==> src/ldd_pkg.sv <==
// Package: constants and types for the lift drive input decoder
`default_nettype none
package ldd_pkg;
  // ----------------------------------------------------------------
  // Configuration presets
  // ----------------------------------------------------------------
  localparam logic [7:0] CFG_FREE  = 8'h00;
  localparam logic [7:0] CFG_P01   = 8'h01;
  localparam logic [7:0] CFG_P03   = 8'h03;
  localparam logic [7:0] CFG_P08   = 8'h08;
  localparam logic [7:0] CFG_P11   = 8'h11;
  localparam logic [7:0] CFG_P13   = 8'h13;
  localparam logic [7:0] CFG_P15   = 8'h15;
  localparam logic [7:0] CFG_P16   = 8'h16;
  localparam logic [7:0] CFG_P21   = 8'h21;
  localparam logic [7:0] CFG_P25   = 8'h25;
  localparam logic [7:0] CFG_P30   = 8'h30;
  // ----------------------------------------------------------------
  // Speed select codes (binary index of the output)
  // ----------------------------------------------------------------
  localparam logic [3:0] SPD_NONE  = 4'h0;
  localparam logic [3:0] SPD_ONE   = 4'h1;
  localparam logic [3:0] SPD_TWO   = 4'h2;
  localparam logic [3:0] SPD_THREE = 4'h3;
  localparam logic [3:0] SPD_FOUR  = 4'h4;
  localparam logic [3:0] SPD_FIVE  = 4'h5;
  localparam logic [3:0] SPD_SIX   = 4'h6;
  localparam logic [3:0] SPD_INTER = 4'h7;
  localparam logic [3:0] SPD_FREE1 = 4'h8;
  // ----------------------------------------------------------------
  // Sensor types
  // ----------------------------------------------------------------
  localparam logic [1:0] SENS_OFF    = 2'h0;
  localparam logic [1:0] SENS_PTC    = 2'h1;
  localparam logic [1:0] SENS_LINEAR = 2'h2;
  localparam logic [1:0] SENS_SWITCH = 2'h3;
  localparam int unsigned PTC_TRIP_OHM    = 3500;
  localparam int unsigned SHORT_LIMIT_OHM = 20;
  // ----------------------------------------------------------------
  // Timing
  // ----------------------------------------------------------------
  localparam int unsigned CLK_MHZ       = 200;
  localparam int unsigned DEBOUNCE_US   = 10;
  localparam int unsigned DEBOUNCE_CYC  = DEBOUNCE_US * CLK_MHZ;
  localparam logic [1:0] RST_TRAVEL     = 2'h0;
  typedef enum logic [2:0] {
    ST_IDLE   = 3'b001,
    ST_TRAVEL = 3'b010,
    ST_LOCK   = 3'b100
  } ldd_state_type;
endpackage : ldd_pkg
`default_nettype wire

==> src/ldd_filter_if.sv <==
// Interface: raw and filtered digital inputs between decoder and filter
`default_nettype none
interface ldd_filter_if #(parameter int unsigned N = 8);
  logic [N-1:0] rawIn;
  logic [N-1:0] cleanIn;
  modport top (output rawIn, input cleanIn);
  modport filt (input rawIn, output cleanIn);
endinterface : ldd_filter_if
`default_nettype wire

==> src/ldd_input_filter.sv <==
// Module: per-input synchroniser and debounce filter
`default_nettype none
module ldd_input_filter #(
  parameter int unsigned N   = 8,
  parameter int unsigned CYC = ldd_pkg::DEBOUNCE_CYC
) (
  // Clock and reset
  input wire logic   sys_clk,
  input wire logic   rst_b,
  input wire logic   clkEn,
  // Inputs
  ldd_filter_if.filt port
);
  localparam int unsigned CW = $clog2(CYC + 1);
  if (CYC < 1) begin : g_badCycles
    $error("debounce count must be at least one");
  end
  // ----------------------------------------------------------------
  // One filter per input
  // ----------------------------------------------------------------
  for (genvar i = 0; i < N; i++) begin : g_in
    logic          s1_r, s2_r, out_r, s1_nxt, s2_nxt, out_nxt;
    logic [CW-1:0] cnt_r, cnt_nxt;
    always_comb begin
      s1_nxt  = port.rawIn[i];
      s2_nxt  = s1_r;
      out_nxt = out_r;
      cnt_nxt = cnt_r;
      // Only a level stable for the full window is accepted
      if (s2_r == out_r) begin
        cnt_nxt = '0;
      end else if (cnt_r == CW'(CYC - 1)) begin
        out_nxt = s2_r;
        cnt_nxt = '0;
      end else begin
        cnt_nxt = cnt_r + CW'(1);
      end
    end
    always_ff @(posedge sys_clk or negedge rst_b) begin
      if (!rst_b) begin
        s1_r  <= 1'b0;
        s2_r  <= 1'b0;
        out_r <= 1'b0;
        cnt_r <= '0;
      end else if (clkEn) begin
        s1_r  <= s1_nxt;
        s2_r  <= s2_nxt;
        out_r <= out_nxt;
        cnt_r <= cnt_nxt;
      end
    end
    assign port.cleanIn[i] = out_r;
  end
endmodule : ldd_input_filter
`default_nettype wire

==> src/ldd_input_decoder.sv <==
// Module: lift drive digital input decoder and motor temperature supervisor
// Operation
// - Overtemperature during travel lets travel finish.
// - Overtemperature at standstill blocks new travels.
// - Shorted PTC and linear sensor inputs raise error.
// - Sensor type PTC, linear, switch, off.
// - Eight inputs, functions chosen by preset.
// - Travel needs enable, speed and direction.
// - Standard presets: enable, speeds, up, down.
// - Presets 13/16, 30, 25 special mappings.
// - Preset 15 fixed binary speed code.
// - Braking unit type steers braking handling.
// - Preset 25 codes pick programmable speeds.
`default_nettype none
module ldd_input_decoder #(
  parameter int unsigned N_IN   = 8,
  parameter int unsigned DB_CYC = ldd_pkg::DEBOUNCE_CYC,
  parameter int unsigned RW     = 16
) (
  // Clock and reset
  input  wire logic          sys_clk,
  input  wire logic          rst_b,
  input  wire logic          clkEn,
  // Digital inputs
  input  wire logic [N_IN-1:0] digIn,
  // Configuration
  input  wire logic [7:0]    configPreset,
  input  wire logic [1:0]    motorTempSensorType,
  input  wire logic [RW-1:0] motorTempThreshold,
  input  wire logic [3:0]    freeBinaryPreset [1:7],
  input  wire logic [3:0]    brakingUnitType,
  input  wire logic [3:0]    brakingUnitRated,
  // Temperature sensor
  input  wire logic [RW-1:0] sensorOhm,
  input  wire logic          sensorSwitchOpen,
  // Braking
  input  wire logic [3:0]    brakingDemand,
  // Drive functions
  output logic               controllerEnable,
  output logic               directionUp,
  output logic               directionDown,
  output logic [3:0]         speedSelect,
  output logic               travelActive,
  output logic               motorOverTemp,
  output logic               sensorShortError,
  output logic               travelBlocked,
  output logic [3:0]         brakingLevel
);
  // Elaboration checks: the decode table is fixed at eight pins
  if (N_IN != 8) begin : g_badInputs
    $error("decoder serves exactly eight inputs");
  end
  if (RW < 12) begin : g_badWidth
    $error("resistance width too small");
  end
  // ----------------------------------------------------------------
  // Input filtering
  // ----------------------------------------------------------------
  ldd_filter_if #(.N(N_IN)) fif ();
  assign fif.rawIn = digIn;
  ldd_input_filter #(.N(N_IN), .CYC(DB_CYC)) u_filt (
    .sys_clk (sys_clk),
    .rst_b   (rst_b),
    .clkEn   (clkEn),
    .port    (fif.filt)
  );
  logic [N_IN-1:0] in;
  assign in = fif.cleanIn;
  // ----------------------------------------------------------------
  // Preset decode
  // ----------------------------------------------------------------
  logic       enC, upC, dnC;
  logic [3:0] spdC;
  logic [2:0] code;
  always_comb begin
    enC  = 1'b0;
    upC  = 1'b0;
    dnC  = 1'b0;
    spdC = ldd_pkg::SPD_NONE;
    code = 3'h0;
    unique case (configPreset)
      ldd_pkg::CFG_FREE, ldd_pkg::CFG_P01, ldd_pkg::CFG_P03, ldd_pkg::CFG_P08,
      ldd_pkg::CFG_P11, ldd_pkg::CFG_P21, ldd_pkg::CFG_P13, ldd_pkg::CFG_P16: begin
        enC = in[0];
        upC = in[5];
        dnC = in[6];
        // Lowest-numbered input wins; input 8 only counts in 13/16, else free
        if (in[1]) spdC = ldd_pkg::SPD_ONE;
        else if (in[2]) spdC = ldd_pkg::SPD_TWO;
        else if (in[3]) spdC = ldd_pkg::SPD_THREE;
        else if (in[4]) spdC = ldd_pkg::SPD_INTER;
        else if (in[7] && (configPreset == ldd_pkg::CFG_P13 ||
                           configPreset == ldd_pkg::CFG_P16)) begin
          spdC = ldd_pkg::SPD_FOUR;
        end
      end
      ldd_pkg::CFG_P30: begin
        enC = in[0];
        upC = in[5];
        dnC = in[6];
        if (in[1]) spdC = ldd_pkg::SPD_ONE;
        else if (in[2]) spdC = ldd_pkg::SPD_FOUR;
        else if (in[3]) spdC = ldd_pkg::SPD_TWO;
        else if (in[4]) spdC = ldd_pkg::SPD_INTER;
        else if (in[7]) spdC = ldd_pkg::SPD_THREE;
      end
      ldd_pkg::CFG_P15: begin
        // Inputs 6 to 8 are free in this preset and never read
        enC  = in[0];
        upC  = in[1];
        dnC  = ~in[1];
        code = {in[4], in[3], in[2]};
        spdC = (code == 3'h7) ? ldd_pkg::SPD_INTER : {1'b0, code};
      end
      ldd_pkg::CFG_P25: begin
        // Inputs 6 and 7 are free in this preset and never read
        enC  = in[7];
        upC  = in[3];
        dnC  = in[4];
        code = {in[0], in[1], in[2]};
        spdC = (code == 3'h0) ? ldd_pkg::SPD_NONE : freeBinaryPreset[code];
      end
      default: begin
        spdC = ldd_pkg::SPD_NONE;
      end
    endcase
  end
  // ----------------------------------------------------------------
  // Temperature supervision
  // ----------------------------------------------------------------
  logic otC, shortC;
  always_comb begin
    otC    = 1'b0;
    shortC = 1'b0;
    unique case (motorTempSensorType)
      ldd_pkg::SENS_OFF:    otC = 1'b0;
      ldd_pkg::SENS_PTC:    otC = sensorOhm >= RW'(ldd_pkg::PTC_TRIP_OHM);
      ldd_pkg::SENS_LINEAR: otC = sensorOhm >= motorTempThreshold;
      ldd_pkg::SENS_SWITCH: otC = sensorSwitchOpen;
    endcase
    // A switch has no resistance to judge, so only PTC and linear see shorts
    if (motorTempSensorType != ldd_pkg::SENS_OFF &&
        motorTempSensorType != ldd_pkg::SENS_SWITCH) begin
      shortC = sensorOhm < RW'(ldd_pkg::SHORT_LIMIT_OHM);
    end
  end
  // ----------------------------------------------------------------
  // Travel state machine
  // ----------------------------------------------------------------
  ldd_pkg::ldd_state_type st_r, st_nxt;
  logic request;
  // Direction conflict counts as no direction
  assign request = enC && (spdC != ldd_pkg::SPD_NONE) && (upC ^ dnC);
  always_comb begin
    st_nxt = st_r;
    unique case (st_r)
      ldd_pkg::ST_IDLE: begin
        if (otC || shortC) st_nxt = ldd_pkg::ST_LOCK;
        else if (request) st_nxt = ldd_pkg::ST_TRAVEL;
      end
      ldd_pkg::ST_TRAVEL: begin
        // Overtemperature ignored until the request drops
        if (!request) st_nxt = ldd_pkg::ST_IDLE;
      end
      ldd_pkg::ST_LOCK: begin
        if (!otC && !shortC) st_nxt = ldd_pkg::ST_IDLE;
      end
      default: st_nxt = ldd_pkg::ST_IDLE;
    endcase
  end
  // ----------------------------------------------------------------
  // Output registers
  // ----------------------------------------------------------------
  logic [3:0] brk_nxt;
  always_comb begin
    // Demand capped at what the fitted unit can absorb; none fitted, none
    if (brakingUnitType == 4'h0) brk_nxt = 4'h0;
    else if (brakingDemand > brakingUnitRated) brk_nxt = brakingUnitRated;
    else brk_nxt = brakingDemand;
  end
  logic travelNxt;
  assign travelNxt = (st_nxt == ldd_pkg::ST_TRAVEL);
  // ----------------------------------------------------------------
  // Output next values
  // ----------------------------------------------------------------
  logic       dirUp_nxt, dirDown_nxt, blocked_nxt;
  logic [3:0] speed_nxt;
  always_comb begin
    // Conflicting directions show as none, so no output claims both
    dirUp_nxt   = upC && !dnC;
    dirDown_nxt = dnC && !upC;
    speed_nxt   = travelNxt ? spdC : ldd_pkg::SPD_NONE;
    blocked_nxt = (st_nxt == ldd_pkg::ST_LOCK);
  end
  always_ff @(posedge sys_clk or negedge rst_b) begin
    if (!rst_b) begin
      st_r             <= ldd_pkg::ST_IDLE;
      controllerEnable <= 1'b0;
      directionUp      <= 1'b0;
      directionDown    <= 1'b0;
      speedSelect      <= ldd_pkg::SPD_NONE;
      travelActive     <= 1'b0;
      motorOverTemp    <= 1'b0;
      sensorShortError <= 1'b0;
      travelBlocked    <= 1'b0;
      brakingLevel     <= 4'h0;
    end else if (clkEn) begin
      st_r             <= st_nxt;
      controllerEnable <= enC;
      directionUp      <= dirUp_nxt;
      directionDown    <= dirDown_nxt;
      speedSelect      <= speed_nxt;
      travelActive     <= travelNxt;
      motorOverTemp    <= otC;
      sensorShortError <= shortC;
      travelBlocked    <= blocked_nxt;
      brakingLevel     <= brk_nxt;
    end
  end
endmodule : ldd_input_decoder
`default_nettype wire

==> config.mk <==
export PLATFORM = sky130hd
export DESIGN_NAME = ldd_input_decoder
export DESIGN_NICKNAME = d
export VERILOG_FILES = /design/src/ldd_pkg.sv /design/src/ldd_filter_if.sv /design/src/ldd_input_filter.sv /design/src/ldd_input_decoder.sv
export SDC_FILE = /design/constraint.sdc
export NUM_CORES = 1
export LEC_CHECK = 0
export ABC_AREA = 1
export BUFFER_PORTS_ARGS = -buffer_cell sky130_fd_sc_hd__buf_2
export CAP_MARGIN = 25
export CORE_MARGIN = 1.5
export CORE_UTILIZATION = 45
export DETAILED_ROUTE_END_ITERATION = 6
export PLACE_DENSITY = 0.61
export SLEW_MARGIN = 40
export SYNTH_ARGS = -nofsm -noshare
export SYNTH_HDL_FRONTEND = slang
export SYNTH_HIERARCHICAL = 1
export SYNTH_SLANG_ARGS = --single-unit
==> constraint.sdc <==
create_clock -name sys_clk -period 2.7 [get_ports sys_clk]
set_input_delay 0.405 -clock sys_clk [delete_from_list [all_inputs] [get_ports sys_clk]]
set_output_delay 0.405 -clock sys_clk [all_outputs]
set_load 0.01 [all_outputs]
==> impl_metrics.py <==
metrics = {
    "detailed_routing": {
        "wl_um": 18600,
        "detail_route.iter0.violations": 358,
        "drt-wirelength-per-cell_um": 12.2,
        "drtPass1Iterations": 4,
        "via_count": 7491,
        "avgViaCountPerCell": 4.94,
        "drc": 0,
        "ant_nets": 0,
    },
    "sta": {
        "fin_crit_sh_pct": 79.7,
        "rsz0062_at_grt": "false",
        "finalSetupViolations": 0,
        "finalHoldViolCount": 3,
        "setup-tns-final_ns": 0,
        "slew_viol_final": 0,
        "tightest_slew_ns": 0.667,
        "fin_crit_ns": 2.15,
        "skew_ns": 0.00779,
        "max_freq_mhz": 465,
        "max-slew-margin-rel_pct": 55.5,
        "whs_ns": -0.00127,
    },
    "global_route": {
        "gr-usage-all-layers_pct": 20.0,
        "grt_max_degree": 68,
        "antenna_found_initial": 0,
        "grt_pass1_wl_um": 32300,
        "gr-total-overflow": 0,
        "grt_pass1_vias": 7161,
    },
    "yosys": {
        "synth-seq-area-share_pct": 38.4,
        "synth_ff_type": "dfrtp_1",
        "synth_nets": 1294,
        "ys_top_cells_by_area": "dfrtp_1, nand2_1, inv_1",
        "synth.distinct_cells": 41,
        "syn_inst": 1166,
        "postSynth.asyncResetShare_pct": 100,
        "yosysTopAreaCell": "dfrtp_1",
        "synth_area_per_cell_sq_um": 7.26,
        "synth.top_cell.area_share_pct": 38.1,
        "yosysWarnings": 6,
        "syn-cell-area_sq_um": 8470,
        "synth_edf_count": 0,
        "synth-seq-cells": 130,
    },
    "finish": {
        "final_cell_mix": "nand2_1, dfrtp_1, inv_1, buf_2, nor2_1",
        "drive_above_1_share_pct": 18.8,
        "n_antenna_cell": 0,
        "final_common_cell": "nand2_1",
        "fin_nets": 1403,
        "syn_to_final_growth_pct": 16.2,
        "design_area_sq_um": 9830,
    },
    "setup_path": {
        "crit_path_max_fanout": 16,
        "critPathCaptureType": "flop",
        "critPathLaunchType": "flop",
        "critPathKind": "reg -> reg",
        "crit_arrival_ns": 2.51,
        "worstPathRequired_ns": 3.05,
    },
    "floorplan": {
        "core-area_sq_um": 18200,
        "rows": 49,
        "start_util_pct": 46.5,
        "die_x_um": 140,
        "dieArea_sq_um": 19600,
        "io_pins": 109,
        "die_h_um": 140,
    },
    "clock_tree": {
        "tritoncts": "done",
        "clk_pin_slew_ns": 0.05,
        "numCtsBuffers": 17,
        "clk_latency_ns": 0.42,
        "cts_max_path_buffers": 2,
        "root_buffer": "clkbuf_16",
        "hold_buffers": 0,
        "cts-resized-gates": 0,
        "cts.sinks": 130,
        "postCtsSetupBuffers": 0,
        "htreeDepth": 4,
    },
    "power_and_ir_drop": {
        "power_leakage_uw": 0.00495,
        "power_density_nw_per_um2": 515,
        "power_switching_uw": 1320,
        "p_sw_share_pct": 26.1,
        "comb_power_share_pct": 11.3,
        "clock_power_share_pct": 46.3,
        "internal-power_uw": 3740,
        "peakVddDrop_uv": 420,
        "seqPwrFrac_pct": 42.4,
    },
    "status": {
        "outcome": "finished, violations left",
        "violations": "hold timing",
    },
    "min_path": {
        "hold_class": "in -> async",
    },
    "place": {
        "dpl.hpwl_um": 13600,
        "io_buffers": 108,
        "gp_congestion": 0.844,
        "place_area_sq_um": 9230,
    },
    "job": {
        "maxCapViolCount": 0,
    },
}
==> critical path: stages, from the launching register on <==
cell     delay (ns)
dfrtp_1        0.65
inv_2          0.23
nor2_4         0.19
nand2_1        0.07
nand3_1        0.07
o21ai_1        0.07
nor3_2         0.18
nor2_1         0.10
nand2_2        0.10
nand3_2        0.07
o21ai_2        0.19
nand3_1        0.10
nand2_1        0.07
==> Yosys cell counts, drive strengths merged (2+ instances only) <==
| cell | count |
|---|---|
| xor2 | 22 |
| nand3 | 106 |
| buf | 22 |
| xnor2 | 7 |
| a21oi | 35 |
| dfrtp | 129 |
| o22ai | 18 |
| nor3 | 15 |
| inv | 140 |
| nand2 | 391 |
| a31oi | 2 |
| nand4 | 19 |
| o21ai | 70 |
| clkbuf | 8 |
| ha | 34 |
| clkinv | 2 |
| o21bai | 14 |
| nor4 | 3 |
| nor2 | 124 |
==> area by class of cell <==
class	count	area, sq um
inverter	142	539
fill	1749	8370
sequential	130	3250
timing repair buffer	120	649
clock inverter	10	123
clock buffer	22	484
tap	229	287
multi-input combinational	864	4500
==> power by group through the flow <==
stage / combinational (uW) / clock [uW] / sequential, uW
2_1_floorplan: 349 / 0 / 2170
3_3_place_gp: 574 / 0 / 2180
3_5_place_dp: 582 / 0 / 2180
4_1_cts: 584 / 2400 / 2140
5_1_grt: 672 / 2490 / 2160
6_report: 574 / 2340 / 2150
==> flip-flops by register name, summed over array words and instances (netlist names) <==
register,count
brakingLevel,4
controllerEnable,1
directionDown,1
directionUp,1
motorOverTemp,1
sensorShortError,1
speedSelect,4
st_r,3
travelActive,1
travelBlocked,1
u_filt/g_in.cnt_r,88
u_filt/g_in.out_r,8
u_filt/g_in.s1_r,8
u_filt/g_in.s2_r,8
==> path summary, 6_finish.rpt <==
path	start	to	slack, ns	depth (start not counted)
worst max-delay path	u_filt/g_in[2].out_r$_DFFE_PN0P_	speedSelect[1]$_DFFE_PN0P_	0.55	12
worst min-delay path	rst_b	speedSelect[1]$_DFFE_PN0P_	-0.001	1
worst max register to register	u_filt/g_in[2].out_r$_DFFE_PN0P_	speedSelect[1]$_DFFE_PN0P_	0.55	12
worst min register to register	u_filt/g_in[3].s1_r$_DFFE_PN0P_	u_filt/g_in[3].s1_r$_DFFE_PN0P_	0.47	2
max in group asynchronous	rst_b	u_filt/g_in[2].s2_r$_DFFE_PN0P_	1.98	2
min in group sys_clk	digIn[6]	u_filt/g_in[6].s1_r$_DFFE_PN0P_	0.19	3
==> per-stage QoR <==
| stage | instances | setup WS [ns] | hold WS (ns) | util, % | power, uW |
|---|---|---|---|---|---|
| detailed placement | 1485 | 0.383 | 0.464 | 50.7 | 2760 |
| CTS | 1517 | 0.524 | 0.0194 | 54.0 | 5130 |
| global placement | 1485 | 0.424 | 0.457 | 50.7 | 2750 |
| global route | 1517 | 0.272 | 0.0404 | 54.0 | 5330 |
| finish | 1517 | 0.547 | -0.00127 | 54.0 | 5060 |
| floorplan | 1166 | 0.705 | 0.109 | - | 2520 |
==> cell families (layout without fill, tap and decap cells) <==
logic type / count (synthesis) / after routing / synth area share, %
simple gates: 658 / 658 / 35.3
buf+inv: 172 / 294 / 8.42
compound gates: 142 / 142 / 9.73
flops: 130 / 130 / 38.4
fa+ha+maj: 34 / 34 / 5.03
xor+xnor: 29 / 29 / 3.00
mux: 1 / 1 / 0.118
==> layer usage <==
| layer | global-route usage, % | share of wire, % | up-vias |
|---|---|---|---|
| met1 | 27.4 | 51 | 3371 |
| met5 | 0 | 0 | - |
| met4 | 5.65 | 0.90 | 0 |
| li1 | - | - | 3971 |
| met3 | 4.21 | 4.3 | 13 |
| met2 | 31.9 | 44 | 136 |
No activity file was read; power rests on OpenSTA's default activity.
